`config.mk`:
```
export PLATFORM = sky130hd
export DESIGN_NAME = tcou_top
export DESIGN_NICKNAME = d
export VERILOG_FILES = /design/src/tcou_pkg.sv /design/src/tcou_axil_regs.sv /design/src/tcou_prescaler.sv /design/src/tcou_top.sv
export SDC_FILE = /design/constraint.sdc
export NUM_CORES = 1
export LEC_CHECK = 0
export BUFFER_PORTS_ARGS = -buffer_cell sky130_fd_sc_hd__buf_2
export CAP_MARGIN = 20
export CORE_UTILIZATION = 25
export CTS_CLUSTER_DIAMETER = 100
export DETAILED_ROUTE_END_ITERATION = 12
export HOLD_SLACK_MARGIN = 0.12
export PLACE_DENSITY = 0.44
export REMOVE_ABC_BUFFERS = 1
export SETUP_SLACK_MARGIN = 0.05
export SYNTH_ARGS = -nofsm -noshare
export SYNTH_HDL_FRONTEND = slang
export SYNTH_SLANG_ARGS = --single-unit
```
`constraint.sdc`:
```
create_clock -name aclk -period 4.2 [get_ports aclk]
set_input_delay 0.63 -clock aclk [delete_from_list [all_inputs] [get_ports aclk]]
set_output_delay 0.63 -clock aclk [all_outputs]
set_load 0.05 [all_outputs]
```
`src/tcou_pkg.sv`:
```
// Package: constants and types for the timer compare output unit
// Overview of operation
// - Nonzero channel output mode replaces port output value with compare output.
// - Pin direction still follows port direction bit; output visible only when set.
// - Compare output state can be initialised before enabling it onto pin.
// - Reserved output mode encodings in some waveform modes stay undefined.
// - Output mode has no influence on input capture logic.
// - Output mode zero leaves compare output register unchanged at match.
// - New output mode applies from first compare match after the write.
// - Non-PWM force strobe applies configured action immediately.
// - Waveform mode selects counting sequence; output modes only shape pins.
// - In PWM modes output mode selects inverted or non-inverted waveform.
// - In non-PWM modes output mode selects set, clear or toggle.
// - Phase correct non-inverted: BOTTOM holds low, TOP holds high.
// - Phase correct inverted: BOTTOM and TOP levels are the opposite.
// - Mode 0x9 with channel A mode 0x1 toggles channel A, 50% duty.
// - Fully synchronous; timer tick is a clock enable only.
// - Compare value double buffered in PWM modes: copied at update point, not on write.
// - Prescaler divides by 1, 8, 64, 256 or 1024.
package tcou_pkg;
  localparam int TCOU_CNT_W = 16;
  localparam int TCOU_NCH = 2;
  // Register byte offsets
  localparam logic [7:0] TCOU_OFF_CTRL_A = 8'h00;
  localparam logic [7:0] TCOU_OFF_CTRL_B = 8'h04;
  localparam logic [7:0] TCOU_OFF_CTRL_C = 8'h08;
  localparam logic [7:0] TCOU_OFF_COUNT = 8'h0C;
  localparam logic [7:0] TCOU_OFF_CMP_A = 8'h10;
  localparam logic [7:0] TCOU_OFF_CMP_B = 8'h14;
  localparam logic [7:0] TCOU_OFF_STATUS = 8'h18;
  localparam logic [7:0] TCOU_OFF_MASK = 8'h1C;
  localparam logic [7:0] TCOU_OFF_OUTSTATE = 8'h20;
  // Field positions: ctrl_a {mode_b[3:2], mode_a[1:0]}, ctrl_b {wgm[6:3], clksel[2:0]}
  localparam int TCOU_POS_WGM = 3;
  localparam int TCOU_POS_CS = 0;
  // Status bits: match A, match B, overflow
  localparam int TCOU_ST_W = 3;
  localparam int TCOU_ST_OVF = 2;
  localparam logic [TCOU_CNT_W-1:0] TCOU_CNT_RESET = 16'h0000;
  localparam logic [TCOU_CNT_W-1:0] TCOU_CMP_RESET = 16'h0000;
  localparam logic [TCOU_CNT_W-1:0] TCOU_MAX = 16'hFFFF;
  localparam logic [TCOU_CNT_W-1:0] TCOU_TOP_8 = 16'h00FF;
  localparam logic [TCOU_CNT_W-1:0] TCOU_TOP_9 = 16'h01FF;
  localparam logic [TCOU_CNT_W-1:0] TCOU_TOP_10 = 16'h03FF;
  // Prescaler divide ratios minus one
  localparam logic [9:0] TCOU_DIV8 = 10'h007;
  localparam logic [9:0] TCOU_DIV64 = 10'h03F;
  localparam logic [9:0] TCOU_DIV256 = 10'h0FF;
  localparam logic [9:0] TCOU_DIV1024 = 10'h3FF;
  localparam logic [3:0] TCOU_WGM_PC_OCR = 4'h9;
  // Output mode encodings
  localparam logic [1:0] TCOU_COM_OFF = 2'h0;
  localparam logic [1:0] TCOU_COM_TOG = 2'h1;
  localparam logic [1:0] TCOU_COM_CLR = 2'h2;
  localparam logic [1:0] TCOU_COM_SET = 2'h3;
  typedef enum logic [1:0] {
    TCOU_SEQ_NORMAL,
    TCOU_SEQ_CTC,
    TCOU_SEQ_FAST,
    TCOU_SEQ_PHASE
  } tcou_seq_type;
endpackage

```
`src/tcou_axil_regs.sv`:
```
// AXI4-Lite slave front end: one-cycle write strobe, read address passed straight through
`timescale 1ns/1ps
module tcou_axil_regs (
  // Clock and reset
  input wire logic aclk,
  input wire logic aresetn,
  // AXI4-Lite
  input wire logic [7:0] s_axi_awaddr,
  input wire logic s_axi_awvalid,
  output logic s_axi_awready,
  input wire logic [31:0] s_axi_wdata,
  input wire logic [3:0] s_axi_wstrb,
  input wire logic s_axi_wvalid,
  output logic s_axi_wready,
  output logic [1:0] s_axi_bresp,
  output logic s_axi_bvalid,
  input wire logic s_axi_bready,
  input wire logic [7:0] s_axi_araddr,
  input wire logic s_axi_arvalid,
  output logic s_axi_arready,
  output logic [31:0] s_axi_rdata,
  output logic [1:0] s_axi_rresp,
  output logic s_axi_rvalid,
  input wire logic s_axi_rready,
  // Register side
  output logic wr_en,
  output logic [7:0] wr_addr,
  output logic [31:0] wr_data,
  output logic [3:0] wr_strb,
  input wire logic wr_err,
  output logic [7:0] rd_addr,
  input wire logic [31:0] rd_data,
  input wire logic rd_err
);
  logic aw_q, aw_d, w_q, w_d, b_q, b_d, r_q, r_d, berr_q, berr_d, rerr_q, rerr_d;
  logic [7:0] awa_q, awa_d;
  logic [31:0] wd_q, wd_d, rd_q, rd_d;
  logic [3:0] ws_q, ws_d;

  assign s_axi_awready = !aw_q && !b_q;
  assign s_axi_wready = !w_q && !b_q;
  assign s_axi_arready = !r_q;
  assign s_axi_bvalid = b_q;
  assign s_axi_bresp = berr_q ? 2'h2 : 2'h0;
  assign s_axi_rvalid = r_q;
  assign s_axi_rdata = rd_q;
  assign s_axi_rresp = rerr_q ? 2'h2 : 2'h0;
  assign wr_addr = awa_q;
  assign wr_data = wd_q;
  assign wr_strb = ws_q;
  assign wr_en = aw_q && w_q && !b_q;
  assign rd_addr = s_axi_araddr;

  always_comb begin
    aw_d = aw_q;
    w_d = w_q;
    b_d = b_q;
    awa_d = awa_q;
    wd_d = wd_q;
    ws_d = ws_q;
    berr_d = berr_q;
    r_d = r_q;
    rd_d = rd_q;
    rerr_d = rerr_q;
    if (s_axi_awvalid && s_axi_awready) begin
      aw_d = 1'b1;
      awa_d = s_axi_awaddr;
    end
    if (s_axi_wvalid && s_axi_wready) begin
      w_d = 1'b1;
      wd_d = s_axi_wdata;
      ws_d = s_axi_wstrb;
    end
    if (wr_en) begin
      aw_d = 1'b0;
      w_d = 1'b0;
      b_d = 1'b1;
      berr_d = wr_err;
    end
    if (b_q && s_axi_bready) begin
      b_d = 1'b0;
    end
    if (s_axi_arvalid && s_axi_arready) begin
      r_d = 1'b1;
      rd_d = rd_data;
      rerr_d = rd_err;
    end else if (r_q && s_axi_rready) begin
      r_d = 1'b0;
    end
  end

  always_ff @(posedge aclk) begin
    if (!aresetn) begin
      aw_q <= 1'b0;
      w_q <= 1'b0;
      b_q <= 1'b0;
      r_q <= 1'b0;
      berr_q <= 1'b0;
      rerr_q <= 1'b0;
      awa_q <= 8'h00;
      wd_q <= 32'h0000_0000;
      ws_q <= 4'h0;
      rd_q <= 32'h0000_0000;
    end else begin
      aw_q <= aw_d;
      w_q <= w_d;
      b_q <= b_d;
      r_q <= r_d;
      berr_q <= berr_d;
      rerr_q <= rerr_d;
      awa_q <= awa_d;
      wd_q <= wd_d;
      ws_q <= ws_d;
      rd_q <= rd_d;
    end
  end
endmodule

```
`src/tcou_prescaler.sv`:
```
// Prescaler producing the one-cycle timer tick enable
`timescale 1ns/1ps
module tcou_prescaler
  import tcou_pkg::*;
(
  // Clock and reset
  input wire logic aclk,
  input wire logic aresetn,
  // Selection: 0 stop, 1 /1, 2 /8, 3 /64, 4 /256, 5 /1024, others stop
  input wire logic [2:0] clk_select,
  // Tick
  output logic timer_tick_enable
);
  logic [9:0] div_q, div_d;
  logic [9:0] limit;

  always_comb begin
    unique case (clk_select)
      3'h2: limit = TCOU_DIV8;
      3'h3: limit = TCOU_DIV64;
      3'h4: limit = TCOU_DIV256;
      3'h5: limit = TCOU_DIV1024;
      default: limit = 10'h000;
    endcase
  end

  always_comb begin
    div_d = div_q + 10'h001;
    timer_tick_enable = 1'b0;
    if (clk_select == 3'h0 || clk_select > 3'h5) begin
      div_d = 10'h000;
    end else if (div_q >= limit) begin
      div_d = 10'h000;
      timer_tick_enable = 1'b1;
    end
  end

  always_ff @(posedge aclk) begin
    if (!aresetn) begin
      div_q <= 10'h000;
    end else begin
      div_q <= div_d;
    end
  end
endmodule

```
`src/tcou_top.sv`:
```
// Timer compare output unit: counter, compare channels, pin override
`timescale 1ns/1ps
module tcou_top
  import tcou_pkg::*;
#(
  parameter int NCH = TCOU_NCH
) (
  // Clock and reset
  input wire logic aclk,
  input wire logic aresetn,
  // AXI4-Lite slave
  input wire logic [7:0] s_axi_awaddr,
  input wire logic s_axi_awvalid,
  output logic s_axi_awready,
  input wire logic [31:0] s_axi_wdata,
  input wire logic [3:0] s_axi_wstrb,
  input wire logic s_axi_wvalid,
  output logic s_axi_wready,
  output logic [1:0] s_axi_bresp,
  output logic s_axi_bvalid,
  input wire logic s_axi_bready,
  input wire logic [7:0] s_axi_araddr,
  input wire logic s_axi_arvalid,
  output logic s_axi_arready,
  output logic [31:0] s_axi_rdata,
  output logic [1:0] s_axi_rresp,
  output logic s_axi_rvalid,
  input wire logic s_axi_rready,
  // General port pins of both channels
  input wire logic [NCH-1:0] port_out_value,
  input wire logic [NCH-1:0] compare_pin_direction_bit,
  // Pins
  output logic [NCH-1:0] compare_output_pin,
  output logic [NCH-1:0] compare_output_pin_oe,
  // Interrupt
  output logic irq
);
  logic wr_en, wr_err, rd_err;
  logic [7:0] wr_addr, rd_addr;
  logic [31:0] wr_data, rd_data;
  logic [3:0] wr_strb;
  logic timer_tick_enable;

  tcou_axil_regs u_bus (
    .aclk(aclk),
    .aresetn(aresetn),
    .s_axi_awaddr(s_axi_awaddr),
    .s_axi_awvalid(s_axi_awvalid),
    .s_axi_awready(s_axi_awready),
    .s_axi_wdata(s_axi_wdata),
    .s_axi_wstrb(s_axi_wstrb),
    .s_axi_wvalid(s_axi_wvalid),
    .s_axi_wready(s_axi_wready),
    .s_axi_bresp(s_axi_bresp),
    .s_axi_bvalid(s_axi_bvalid),
    .s_axi_bready(s_axi_bready),
    .s_axi_araddr(s_axi_araddr),
    .s_axi_arvalid(s_axi_arvalid),
    .s_axi_arready(s_axi_arready),
    .s_axi_rdata(s_axi_rdata),
    .s_axi_rresp(s_axi_rresp),
    .s_axi_rvalid(s_axi_rvalid),
    .s_axi_rready(s_axi_rready),
    .wr_en(wr_en),
    .wr_addr(wr_addr),
    .wr_data(wr_data),
    .wr_strb(wr_strb),
    .wr_err(wr_err),
    .rd_addr(rd_addr),
    .rd_data(rd_data),
    .rd_err(rd_err)
  );

  //////////////////////////////////////////////////////////////////////
  // Configuration registers
  logic [2*NCH-1:0] timer_ctrl_a_q, timer_ctrl_a_d;
  logic [3:0] waveform_gen_mode_q, waveform_gen_mode_d;
  logic [2:0] clk_select_q, clk_select_d;
  logic [TCOU_CNT_W-1:0] buf_cmp_q [NCH];
  logic [TCOU_CNT_W-1:0] buf_cmp_d [NCH];
  logic [TCOU_CNT_W-1:0] act_cmp_q [NCH];
  logic [TCOU_CNT_W-1:0] act_cmp_d [NCH];
  logic [TCOU_ST_W-1:0] status_q, status_d, mask_q, mask_d;
  logic [NCH-1:0] force_compare_strobe;
  logic [NCH-1:0] init_wr;
  logic [NCH-1:0] init_val;
  logic cnt_wr;

  logic wr_ctrl_a, wr_ctrl_b, wr_ctrl_c, wr_cnt, wr_st, wr_mk, wr_os;
  logic [NCH-1:0] wr_cmp;
  assign wr_ctrl_a = wr_en && wr_strb[0] && wr_addr == TCOU_OFF_CTRL_A;
  assign wr_ctrl_b = wr_en && wr_strb[0] && wr_addr == TCOU_OFF_CTRL_B;
  assign wr_ctrl_c = wr_en && wr_strb[0] && wr_addr == TCOU_OFF_CTRL_C;
  assign wr_cnt = wr_en && wr_addr == TCOU_OFF_COUNT;
  assign wr_cmp[0] = wr_en && wr_addr == TCOU_OFF_CMP_A;
  assign wr_cmp[1] = wr_en && wr_addr == TCOU_OFF_CMP_B;
  assign wr_st = wr_en && wr_strb[0] && wr_addr == TCOU_OFF_STATUS;
  assign wr_mk = wr_en && wr_strb[0] && wr_addr == TCOU_OFF_MASK;
  assign wr_os = wr_en && wr_strb[0] && wr_addr == TCOU_OFF_OUTSTATE;
  assign wr_err = !(wr_addr inside {TCOU_OFF_CTRL_A, TCOU_OFF_CTRL_B, TCOU_OFF_CTRL_C,
    TCOU_OFF_COUNT, TCOU_OFF_CMP_A, TCOU_OFF_CMP_B, TCOU_OFF_STATUS, TCOU_OFF_MASK,
    TCOU_OFF_OUTSTATE});
  assign cnt_wr = wr_cnt;
  assign init_wr = wr_os ? {NCH{1'b1}} : '0;
  assign init_val = wr_data[NCH-1:0];
  assign force_compare_strobe = wr_ctrl_c ? wr_data[NCH-1:0] : '0;

  tcou_prescaler u_pre (
    .aclk(aclk),
    .aresetn(aresetn),
    .clk_select(clk_select_q),
    .timer_tick_enable(timer_tick_enable)
  );

  //////////////////////////////////////////////////////////////////////
  // Counting sequence decode: the waveform mode, plus compare A as TOP in modes 0x4, 0x9, 0xB and 0xF
  tcou_seq_type seq;
  logic [TCOU_CNT_W-1:0] top;
  logic dbl_buf;
  always_comb begin
    seq = TCOU_SEQ_NORMAL;
    top = TCOU_MAX;
    dbl_buf = 1'b0;
    unique case (waveform_gen_mode_q)
      4'h1: begin seq = TCOU_SEQ_PHASE; top = TCOU_TOP_8; dbl_buf = 1'b1; end
      4'h2: begin seq = TCOU_SEQ_PHASE; top = TCOU_TOP_9; dbl_buf = 1'b1; end
      4'h3: begin seq = TCOU_SEQ_PHASE; top = TCOU_TOP_10; dbl_buf = 1'b1; end
      4'h4: begin seq = TCOU_SEQ_CTC; top = buf_cmp_q[0]; end
      4'h5: begin seq = TCOU_SEQ_FAST; top = TCOU_TOP_8; dbl_buf = 1'b1; end
      4'h6: begin seq = TCOU_SEQ_FAST; top = TCOU_TOP_9; dbl_buf = 1'b1; end
      4'h7: begin seq = TCOU_SEQ_FAST; top = TCOU_TOP_10; dbl_buf = 1'b1; end
      4'h9, 4'hB: begin seq = TCOU_SEQ_PHASE; top = act_cmp_q[0]; dbl_buf = 1'b1; end
      4'hF: begin seq = TCOU_SEQ_FAST; top = act_cmp_q[0]; dbl_buf = 1'b1; end
      default: begin seq = TCOU_SEQ_NORMAL; top = TCOU_MAX; end
    endcase
  end

  //////////////////////////////////////////////////////////////////////
  // Counter
  logic [TCOU_CNT_W-1:0] count_q, count_d;
  logic down_q, down_d;
  logic at_top, at_bot, update_pt, ovf;
  logic is_pwm;
  assign is_pwm = seq == TCOU_SEQ_FAST || seq == TCOU_SEQ_PHASE;
  assign at_top = count_q >= top;
  assign at_bot = count_q == TCOU_CNT_RESET;
  // Phase correct and fast PWM both update at TOP
  assign update_pt = timer_tick_enable && ((seq == TCOU_SEQ_PHASE && at_top)
    || (seq == TCOU_SEQ_FAST && at_top));
  assign ovf = timer_tick_enable && (seq == TCOU_SEQ_PHASE ? at_bot && down_q : at_top);

  always_comb begin
    count_d = count_q;
    down_d = down_q;
    if (cnt_wr) begin
      count_d = wr_data[TCOU_CNT_W-1:0];
    end else if (timer_tick_enable) begin
      if (seq == TCOU_SEQ_PHASE) begin
        if (at_top) begin
          down_d = 1'b1;
          count_d = top - 16'h0001;
        end else if (at_bot && down_q) begin
          down_d = 1'b0;
          count_d = count_q + 16'h0001;
        end else begin
          count_d = down_q ? count_q - 16'h0001 : count_q + 16'h0001;
        end
      end else begin
        count_d = at_top ? TCOU_CNT_RESET : count_q + 16'h0001;
      end
    end
  end

  //////////////////////////////////////////////////////////////////////
  // Per-channel compare and output action
  logic [NCH-1:0] oc_q, oc_d, match;
  logic [1:0] mode [NCH];
  generate
    for (genvar c = 0; c < NCH; c++) begin : g_ch
      assign mode[c] = timer_ctrl_a_q[2*c +: 2];
      assign match[c] = timer_tick_enable && count_q == act_cmp_q[c];
      always_comb begin
        act_cmp_d[c] = act_cmp_q[c];
        if (!dbl_buf || update_pt) begin
          act_cmp_d[c] = buf_cmp_q[c];
        end
        oc_d[c] = oc_q[c];
        if (init_wr[c]) begin
          oc_d[c] = init_val[c];
        end else if (!is_pwm && (match[c] || force_compare_strobe[c])) begin
          unique case (mode[c])
            TCOU_COM_TOG: oc_d[c] = !oc_q[c];
            TCOU_COM_CLR: oc_d[c] = 1'b0;
            TCOU_COM_SET: oc_d[c] = 1'b1;
            default: oc_d[c] = oc_q[c];
          endcase
        end else if (is_pwm && timer_tick_enable) begin
          // Non-inverted clears on up-match, sets on down-match or BOTTOM
          if (c == 0 && mode[c] == TCOU_COM_TOG && waveform_gen_mode_q == TCOU_WGM_PC_OCR) begin
            if (match[c]) oc_d[c] = !oc_q[c];
          end else if (mode[c] == TCOU_COM_CLR || mode[c] == TCOU_COM_SET) begin
            // Extremes: BOTTOM stays low in fast and phase correct, TOP stays high in phase correct only (non-inverted)
            if (act_cmp_q[c] == TCOU_CNT_RESET) begin
              oc_d[c] = mode[c] == TCOU_COM_SET;
            end else if (act_cmp_q[c] >= top && seq == TCOU_SEQ_PHASE) begin
              oc_d[c] = mode[c] == TCOU_COM_CLR;
            end else if (match[c]) begin
              oc_d[c] = (seq == TCOU_SEQ_PHASE && down_q) ? mode[c] == TCOU_COM_CLR
                : mode[c] == TCOU_COM_SET;
            end else if (seq == TCOU_SEQ_FAST && at_top) begin
              oc_d[c] = mode[c] == TCOU_COM_CLR;
            end
          end
          // Toggle in other PWM modes is reserved: output left as is.
        end
      end
      // Pin mux: mode nonzero overrides port value; direction bit gates drive
      assign compare_output_pin[c] = mode[c] != TCOU_COM_OFF ? oc_q[c] : port_out_value[c];
      assign compare_output_pin_oe[c] = compare_pin_direction_bit[c];
    end
  endgenerate

  //////////////////////////////////////////////////////////////////////
  // Register writes, status and interrupt
  always_comb begin
    timer_ctrl_a_d = wr_ctrl_a ? wr_data[2*NCH-1:0] : timer_ctrl_a_q;
    waveform_gen_mode_d = wr_ctrl_b ? wr_data[TCOU_POS_WGM +: 4] : waveform_gen_mode_q;
    clk_select_d = wr_ctrl_b ? wr_data[TCOU_POS_CS +: 3] : clk_select_q;
    for (int i = 0; i < NCH; i++) begin
      buf_cmp_d[i] = wr_cmp[i] ? wr_data[TCOU_CNT_W-1:0] : buf_cmp_q[i];
    end
    mask_d = wr_mk ? wr_data[TCOU_ST_W-1:0] : mask_q;
    status_d = status_q;
    if (wr_st) begin
      status_d = status_q & ~wr_data[TCOU_ST_W-1:0];
    end
    // Set wins over a simultaneous clear
    status_d = status_d | {ovf, match[1], match[0]};
  end

  assign irq = |(status_q & mask_q);

  always_ff @(posedge aclk) begin
    if (!aresetn) begin
      timer_ctrl_a_q <= '0;
      waveform_gen_mode_q <= 4'h0;
      clk_select_q <= 3'h0;
      count_q <= TCOU_CNT_RESET;
      down_q <= 1'b0;
      oc_q <= '0;
      status_q <= '0;
      mask_q <= '0;
      for (int i = 0; i < NCH; i++) begin
        buf_cmp_q[i] <= TCOU_CMP_RESET;
        act_cmp_q[i] <= TCOU_CMP_RESET;
      end
    end else begin
      timer_ctrl_a_q <= timer_ctrl_a_d;
      waveform_gen_mode_q <= waveform_gen_mode_d;
      clk_select_q <= clk_select_d;
      count_q <= count_d;
      down_q <= down_d;
      oc_q <= oc_d;
      status_q <= status_d;
      mask_q <= mask_d;
      for (int i = 0; i < NCH; i++) begin
        buf_cmp_q[i] <= buf_cmp_d[i];
        act_cmp_q[i] <= act_cmp_d[i];
      end
    end
  end

  //////////////////////////////////////////////////////////////////////
  // Read mux; strobe register always reads zero
  always_comb begin
    rd_err = 1'b0;
    rd_data = 32'h0000_0000;
    unique case (rd_addr)
      TCOU_OFF_CTRL_A: rd_data[2*NCH-1:0] = timer_ctrl_a_q;
      TCOU_OFF_CTRL_B: rd_data[6:0] = {waveform_gen_mode_q, clk_select_q};
      TCOU_OFF_CTRL_C: rd_data = 32'h0000_0000;
      TCOU_OFF_COUNT: rd_data[TCOU_CNT_W-1:0] = count_q;
      TCOU_OFF_CMP_A: rd_data[TCOU_CNT_W-1:0] = buf_cmp_q[0];
      TCOU_OFF_CMP_B: rd_data[TCOU_CNT_W-1:0] = buf_cmp_q[1];
      TCOU_OFF_STATUS: rd_data[TCOU_ST_W-1:0] = status_q;
      TCOU_OFF_MASK: rd_data[TCOU_ST_W-1:0] = mask_q;
      TCOU_OFF_OUTSTATE: rd_data[NCH-1:0] = oc_q;
      default: rd_err = 1'b1;
    endcase
  end
  // Input capture is not part of this block, so output modes cannot reach it.
endmodule
```
==> results of run 1 <==
state kept, by name, summed over array words and instances (netlist names):
| name | flops |
|---|---|
| act_cmp_q | 32 |
| u_bus.wr_addr | 8 |
| u_bus.s_axi_bvalid | 1 |
| u_pre.div_q | 10 |
| buf_cmp_q | 32 |
| timer_ctrl_a_q | 4 |
| u_bus.wr_data | 16 |
| oc_q | 2 |
| waveform_gen_mode_q | 4 |
| u_bus.wr_strb | 1 |
| down_q | 1 |
| status_q | 3 |
| clk_select_q | 3 |
| u_bus.aw_q | 1 |
| u_bus.berr_q | 1 |
| u_bus.rerr_q | 1 |
| u_bus.s_axi_rvalid | 1 |
| mask_q | 3 |
| u_bus.s_axi_rdata | 16 |
| u_bus.w_q | 1 |
| count_q | 16 |
per-stage QoR:
stage / power (mW) / cells / hold WS [ps]
after CTS: 3.392 / 1872 / 353.9
after global routing: 3.479 / 1872 / 366.3
after detailed placement: 1.811 / 1840 / 461.7
after global placement: 1.810 / 1840 / 461.5
after floorplan: 1.717 / 1205 / 437.2
final: 3.363 / 1873 / 360.0
cells by family (layout without fill, tap and decap cells):
group                    Yosys count  in the layout  share of synthesized area, %
XOR/XNOR                          57             57                         4.919
buffers and inverters            127            171                         6.066
AO/OA/AOI/OAI                    318            318                         21.07
other                              1             19                       0.03695
flip-flops                       157            157                         30.97
AND/OR/NAND/NOR                  505            505                         23.34
adder cells (fa/ha/maj)           67             67                         8.236
multiplexers                      54             54                         5.363
final cells by class:
class | instances | area, um^2
Sequential cell | 157 | 3144
Tap cell | 525 | 656.9
Timing Repair Buffer | 110 | 683.2
Inverter | 29 | 111.4
Clock inverter | 14 | 151.4
Multi-Input combinational cell | 1019 | 6470
Antenna cell | 1 | 2.502
Fill cell | 4369 | 28260
Clock buffer | 18 | 439.2
worst max-delay path, delay by kind of cell (launching register included):
kind,cells,cell delay [ps]
fa+ha+maj,1,290
compound gates,7,2040
flops,1,500
simple gates,4,630
buf+inv,2,390
path summary, 6_finish.rpt:
| path | startpoint | endpoint | slack, ps | cells after the start |
|---|---|---|---|---|
| setup / recovery | waveform_gen_mode_q[3] | oc_q[0] | 220 | 14 |
| hold / removal | s_axi_rready | u_bus.s_axi_rvalid | 360 | 2 |
| setup reg to reg | waveform_gen_mode_q[3] | oc_q[0] | 220 | 14 |
| hold reg to reg | buf_cmp_q[0][29] | act_cmp_q[0][29] | 480 | 2 |
report_power, final:
group          internal (mW)  switching, mW  total (mW)
logic                 0.0580          0.163       0.221
registers               1.51         0.0432        1.55
clock network          0.856          0.732        1.59
cells in the mapped netlist, drive strengths merged (13+ instances only):
library cell / instances / share of area [%]
xnor2: 13 / 1.1
nor3: 24 / 1.3
mux2i: 51 / 5.0
buf: 45 / 3.0
nand4: 17 / 1.0
nand2: 186 / 6.9
dfxtp: 157 / 31
nand3: 32 / 1.7
nor2: 147 / 5.5
and3: 13 / 0.80
inv: 28 / 1.0
o21ai: 55 / 2.7
xor2: 44 / 3.8
nor4: 24 / 1.5
a21oi: 121 / 6.0
ha: 66 / 8.1
a211oi: 15 / 1.1
clkbuf: 53 / 2.0
routing by layer:
metal | GRT usage [%] | share of wire (%)
met1 | 24.41 | 48
met2 | 28.16 | 46
met3 | 2.701 | 5.1
met4 | 4.780 | 1.8
met5 | 0 | 0
timing repair:
action,4_1_cts,5_1_grt
hold buffers,0,0
gates resized for setup,0,4
setup endpoints to repair,0,4
==> flow_summary_export.csv, run 1 <==
group,metric,value,unit
finish,final_cell_area,11660,um^2
clock_tree,clockBufferDepth,2,
run,drv_cap,0,
logic_synthesis,yosys_warnings,0,
drt,avgViaCountPerCell,5.123,
timing,fin_crit_sh,94.68,%
logic_synthesis,synth_edf_count,0,
drt,detail-route-antenna-nets,0,
timing,tightest_slew,947.4,ps
drt,drt_iter0_markers,607,
floorplan,ioPinCount,109,
logic_synthesis,synth-async-reset-ratio,0,%
status,run_status,"completed",
place,pre_cts_slack,212.4,ps
logic_synthesis,seq_area_frac_synth,30.97,%
drt,wirelength,35710,um
timing,drv_slew,0,
clock_tree,cts_buffers,17,
logic_synthesis,synth_area_per_cell,7.892,um^2
timing,setup_viol,0,
clock_tree,htreeDepth,4,
place,hpwl,27390,um
finish,layout_commonest_cell,"nand2_1",
clock_tree,clk_latency,450,ps
logic_synthesis,synth_cell_types,91,
drt,avgRoutedWirePerCell,19.07,um
finish,syn2layout_area_growth,14.88,%
power_and_ir_drop,power.leakage,4.942,nW
finish,finalNetCount,1463,
setup_path,cp_max_fo,10,
power_and_ir_drop,powerDensity,288.4,nW/um^2
global_route,antenna_found_initial,0,
setup_path,path_class,"flip-flop to flip-flop",
timing,slew_headroom,36.69,%
floorplan,core_area,39910,um^2
finish,final_cell_mix,"nand2_1 (186), dfxtp_1 (156), nor2_1 (146), a21oi_1 (118), buf_2 (67)",
hold_path,hold_class,"input port to flip-flop",
setup_path,cp.required,4530,ps
global_route,grt_max_degree,96,
floorplan,num_rows,73,
timing,skew,13.97,ps
setup_path,crit_path_start_kind,"flip-flop",
clock_tree,cts_root_buf,"clkbuf_16",
floorplan,fp.dieW,203.5,um
setup_path,worstPathCellList,"buf_4 > buf_4 > nor3_1 > a221oi_1 > and2b_1 > ha_1 > nand4_1 > o221ai_1 > a221oi_2 > o221a_2 > o221ai_1 > a211oi_1 > nor2_1 > o311a_1",
timing,setup_slack,223.3,ps
clock_tree,clkTransAtPathRegs,70,ps
drt,route.detailed.drc,0,
global_route,grt_pass1_wl,55750,um
timing,hold_viol,0,
logic_synthesis,synthFlopType,"dfxtp_1",
floorplan,fp.dieArea,41400,um^2
floorplan,dieHeight,203.5,um
setup_path,crit_slowest_cell,"dfxtp_1",
clock_tree,cts_tree,"done",
global_route,grt.overflow.total,0,
finish,drive_gt1_share,13.73,%
global_route,global_route.usage.total,17.60,%
finish,post-route-util,29.21,%
timing,max_freq,251.5,MHz
place,place.port_buffers,67,
clock_tree,cts.sinks,157,
drt,vias,9595,
drt,first_pass_iters,7,
setup_path,slowest_delay,500,ps
logic_synthesis,syn_area,10150,um^2
place,dpl_cell_area,11060,um^2
timing,min_period,3977,ps
setup_path,critPathCaptureType,"flip-flop",
setup_path,cp.arrival,4300,ps
timing,rsz0062_at_grt,"no",
logic_synthesis,ys_ff_latch,157,
global_route,grt_pass1_vias,9209,
floorplan,start_util,25.43,%
power_and_ir_drop,irDropWorstVdd,184.8,uV
logic_synthesis,syn_inst,1286,
clock_tree,post_cts_buffers,0,
place,gp_congestion,0.8947,
timing,fin_setup_tns,0,ps
Note: power is estimated with default switching activity, not from simulation.
==> inputs of run 2 (changes only) <==
- CELL_PAD_IN_SITES_DETAIL_PLACEMENT: not set -> 0
- CELL_PAD_IN_SITES_GLOBAL_PLACEMENT: not set -> 2
- PLACE_DENSITY: 0.44 -> 0.64
==> flow_summary_export.csv, run 2 (synthesis gave the netlist of run 1 again) <==
group,metric,value,unit
timing,setup_slack,318.7,ps
global_route,antenna_found_initial,0,
run,drv_cap,0,
finish,final_cell_mix,"nand2_1 (186), dfxtp_1 (156), nor2_1 (146), a21oi_1 (118), buf_2 (67)",
setup_path,cp-endpoint,"oc_q[1]",
setup_path,worstPathCellList,"and2b_1 > nor2_1 > buf_4 > a22oi_1 > nor2b_1 > ha_1 > nand4_1 > o221ai_1 > a221oi_2 > o221a_2 > o221a_2 > o21ai_0 > a31oi_1 > nor3_1 > a211o_1",
timing,setup_viol,0,
setup_path,crit_path_frequent_cell,"o221a_2",
global_route,grt.overflow.total,0,
timing,slew_headroom,28.95,%
clock_tree,cts.sinks,157,
drt,route.detailed.drc,0,
power_and_ir_drop,powerDensity,285.8,nW/um^2
place,dp.cells,1839,
setup_path,r2r-start,"waveform_gen_mode_q[2]",
drt,drt_iter0_markers,663,
setup_path,r2r_cells,15,
setup_path,cp.depth,15,
setup_path,cp_top_family,"compound AO/OA/AOI/OAI gates",
clock_tree,clockBufferDepth,2,
finish,finalNetCount,1462,
clock_tree,clk_latency,450,ps
setup_path,cp.arrival,4220,ps
timing,drv_slew,0,
finish,top_regs,"act_cmp_q: 32 flops, buf_cmp_q: 32 flops",
clock_tree,cts.repair.resized,0,
floorplan,core_area,39910,um^2
setup_path,crit_slowest_cell,"dfxtp_1",
setup_path,reg2reg_slack,320,ps
floorplan,fp.dieArea,41400,um^2
floorplan,ioPinCount,109,
finish,diodes,0,
clock_tree,htreeDepth,4,
finish,syn2layout_area_growth,14.41,%
finish,regArea,3144,um^2
clock_tree,cts_tree,"done",
drt,vias,9519,
setup_path,path_class,"flip-flop to flip-flop",
setup_path,slowest_delay,420,ps
clock_tree,cts_buffers,17,
global_route,global_route.usage.total,18.36,%
timing,fin_crit_sh,92.41,%
place,dpl_cell_area,11040,um^2
drt,detail-route-antenna-nets,0,
setup_path,cp.required,4540,ps
timing,holdWs,353.8,ps
clock_tree,cts_root_buf,"clkbuf_16",
finish,multi_input_area,6467,um^2
status,run_status,"completed",
drt,avgViaCountPerCell,5.088,
setup_path,crit_start,"waveform_gen_mode_q[2]",
clock_tree,hold_buffers,0,
power_and_ir_drop,irDropWorstVdd,249.1,uV
global_route,grt_pass1_wl,57050,um
timing,hold_viol,0,
place,hpwl,28360,um
place,gp_congestion,0.8726,
clock_tree,clkTransAtPathRegs,70,ps
floorplan,start_util,25.43,%
drt,wirelength,37380,um
setup_path,r2r-end,"oc_q[1]",
place,pre_cts_slack,246.9,ps
timing,min_period,3881,ps
place,place.port_buffers,67,
finish,fill_cells,4385,
power_and_ir_drop,power.leakage,4.910,nW
finish,layout_commonest_cell,"nand2_1",
setup_path,critPathCaptureType,"flip-flop",
floorplan,dieHeight,203.5,um
drt,first_pass_iters,7,
setup_path,cp_max_fo,9,
timing,skew,9.719,ps
timing,tightest_slew,1063,ps
floorplan,num_rows,73,
clock_tree,post_cts_buffers,0,
hold_path,hold_class,"input port to flip-flop",
finish,drive_gt1_share,13.45,%
timing,rsz0062_at_grt,"yes",
global_route,grt_max_degree,84,
setup_path,critPathBufInv,1,
finish,final_cells,1871,
setup_path,crit_path_start_kind,"flip-flop",
drt,avgRoutedWirePerCell,19.98,um
finish,final_cell_area,11610,um^2
floorplan,fp.dieW,203.5,um
global_route,grt_pass1_vias,9209,
timing,max_freq,257.6,MHz
## run 2: worst min-delay path by stage
stage / from / to / slack (ps) / cells after the start
2_1_floorplan: u_pre.div_q[0] / u_pre.div_q[0] / 440 / 1
3_3_place_gp: buf_cmp_q[0][19] / act_cmp_q[0][19] / 470 / 2
3_5_place_dp: buf_cmp_q[0][27] / act_cmp_q[0][27] / 470 / 2
4_1_cts: s_axi_rready / u_bus.s_axi_rvalid / 340 / 2
5_1_grt: s_axi_rready / u_bus.s_axi_rvalid / 370 / 2
6_report: s_axi_rready / u_bus.s_axi_rvalid / 350 / 2
## run 2: cell type report
class / instances / area share, %
sequential: 157 / 27.08
inverter: 29 / 0.9591
clock inverter: 11 / 0.9267
multi-input combinational: 1019 / 55.70
timing repair buffer: 109 / 5.711
tap: 525 / 5.657
clock buffer: 21 / 3.966
## run 2: metrics by stage
stage	power, mW	TNS (ps)	util, %
global placement	1.818	0	27.66
global route	3.437	0	29.09
floorplan	1.717	-12620	-
detailed placement	1.819	0	27.66
CTS	3.366	0	29.08
finish	3.319	0	29.09
## run 2: power by group
group | internal (mW) | leakage (nW) | switching (mW)
Sequential | 1.51 | 1.27 | 0.0448
Clock | 0.854 | 0.275 | 0.683
Combinational | 0.0598 | 3.37 | 0.166
## run 2: routing by layer
layer | vias to the layer above | track usage, % | share of wire, %
met5 | - | 0 | 0
met4 | 0 | 5.236 | 1.5
met3 | 35 | 2.972 | 4.2
met2 | 213 | 28.40 | 44
met1 | 4600 | 26.06 | 50
li1 | 4671 | - | -
==> inputs of run 3 (changes only) <==
- CORE_ASPECT_RATIO: not set -> 1.4
==> flow_summary_export.csv, run 3 (synthesis gave the netlist of run 1 again) <==
group,metric,value,unit
setup_path,crit_path_start_kind,"flip-flop",
clock_tree,cts_tree,"done",
drt,vias,9539,
place,pre_cts_slack,96.79,ps
power_and_ir_drop,power_frac_seq,45.6,%
hold_path,hold_class,"input port to flip-flop",
timing,rsz0062_at_grt,"no",
floorplan,fp.dieArea,41420,um^2
timing,hold_viol,0,
clock_tree,clk_latency,460,ps
setup_path,cp_max_fo,12,
power_and_ir_drop,pwr-share-comb,6.6,%
clock_tree,cts_buffers,17,
power_and_ir_drop,powerDensity,290.8,nW/um^2
power_and_ir_drop,irDropWorstVdd,265.2,uV
drt,wirelength,38010,um
timing,setup_slack,321.1,ps
power_and_ir_drop,power.leakage,4.943,nW
drt,avgRoutedWirePerCell,20.20,um
finish,drive_gt1_share,13.87,%
global_route,grt_pass1_wl,58010,um
power_and_ir_drop,swShare,27.22,%
finish,finalNetCount,1464,
finish,post-route-util,29.12,%
setup_path,cp.arrival,4220,ps
finish,layout_commonest_cell,"nand2_1",
power_and_ir_drop,intPower,2.475,mW
setup_path,cp.required,4540,ps
finish,diodes,0,
drt,avgViaCountPerCell,5.069,
clock_tree,hold_buffers,0,
floorplan,core_area,40170,um^2
power_and_ir_drop,p_clk_share,47.8,%
finish,final_cell_mix,"nand2_1 (186), dfxtp_1 (155), nor2_1 (146), a21oi_1 (117), buf_2 (67)",
finish,top_regs,"act_cmp_q: 32 flops, buf_cmp_q: 32 flops",
place,place.port_buffers,67,
timing,tightest_slew,1035,ps
drt,first_pass_iters,6,
status,run_status,"completed",
timing,slew_headroom,30.84,%
clock_tree,htreeDepth,4,
run,drv_cap,0,
floorplan,dieHeight,240.4,um
global_route,antenna_found_initial,0,
floorplan,num_rows,87,
drt,detail-route-antenna-nets,0,
clock_tree,cts_root_buf,"clkbuf_16",
timing,max_freq,257.8,MHz
power_and_ir_drop,power,3.401,mW
timing,min_period,3879,ps
clock_tree,clkTransAtPathRegs,70,ps
floorplan,fp.dieW,172.3,um
power_and_ir_drop,switching_power,0.9259,mW
clock_tree,cts.sinks,157,
setup_path,path_class,"flip-flop to flip-flop",
floorplan,ioPinCount,109,
clock_tree,clockBufferDepth,2,
place,hpwl,28670,um
setup_path,critPathCaptureType,"flip-flop",
timing,drv_slew,0,
global_route,grt_max_degree,106,
global_route,grt_pass1_vias,9499,
timing,fin_crit_sh,92.35,%
floorplan,start_util,25.27,%
global_route,global_route.usage.total,18.99,%
global_route,grt.overflow.total,0,
place,gp_congestion,0.8938,
drt,drt_iter0_markers,482,
finish,syn2layout_area_growth,15.24,%
drt,route.detailed.drc,0,
timing,skew,8.902,ps
timing,setup_viol,0,
==> run 3: worst paths after layout <==
check,cells after the start,slack (ps),to,start
max reg2reg,13,320,oc_q[0],waveform_gen_mode_q[2]
max,13,320,oc_q[0],waveform_gen_mode_q[2]
min,2,350,u_bus.s_axi_rvalid,s_axi_rready
min reg2reg,2,480,act_cmp_q[0][20],buf_cmp_q[0][20]
==> run 3: cell type report <==
type,instances,area (um^2)
timing repair buffer,111,703.2
sequential,157,3146
inverter,29,111.4
fill,4357,28470
clock buffer,19,442.9
clock inverter,13,151.4
multi-input combinational,1019,6472
tap,534,668.1
==> run 3: power by group through the flow <==
stage,clock (mW),sequential [mW],combinational [mW]
2_1_floorplan,0,1.58,0.137
3_3_place_gp,0,1.58,0.227
3_5_place_dp,0,1.58,0.228
4_1_cts,1.67,1.55,0.229
5_1_grt,1.73,1.55,0.245
6_report,1.63,1.55,0.225
==> run 3: critical path: stages (launching register included) <==
cell	delay, ps
dfxtp_1	500
nor4b_4	300
buf_4	260
a21oi_2	100
nor2_1	340
ha_1	320
a21oi_1	160
o221ai_1	150
a221oi_2	310
o221a_2	350
o221ai_1	150
a211oi_1	380
nor2_1	90
o311a_1	330
==> run 3: repair_timing <==
action	4_1_cts	5_1_grt
buffers inserted	0	0
resized for setup	0	5
endpoints found under the setup margin	0	38
==> run 3: per-layer routing <==
| metal | vias up | global-route usage (%) | wire length [um] |
|---|---|---|---|
| li1 | 4675 | - | - |
| met2 | 183 | 33.66 | 19130 |
| met1 | 4636 | 23.25 | 16950 |
| met5 | - | 0 | 0 |
| met4 | 0 | 6.811 | 979 |
| met3 | 45 | 2.288 | 954 |
==> run 3: stage by stage <==
step	cells	TNS [ps]	cell area, um^2	hold slack, ps
3_5_place_dp	1850	0	11090	471.0
3_3_place_gp	1850	0	11090	465.2
6_report	1882	0	11700	349.2
4_1_cts	1882	0	11690	324.1
2_1_floorplan	1205	-12620	9706	437.2
5_1_grt	1882	0	11700	342.6
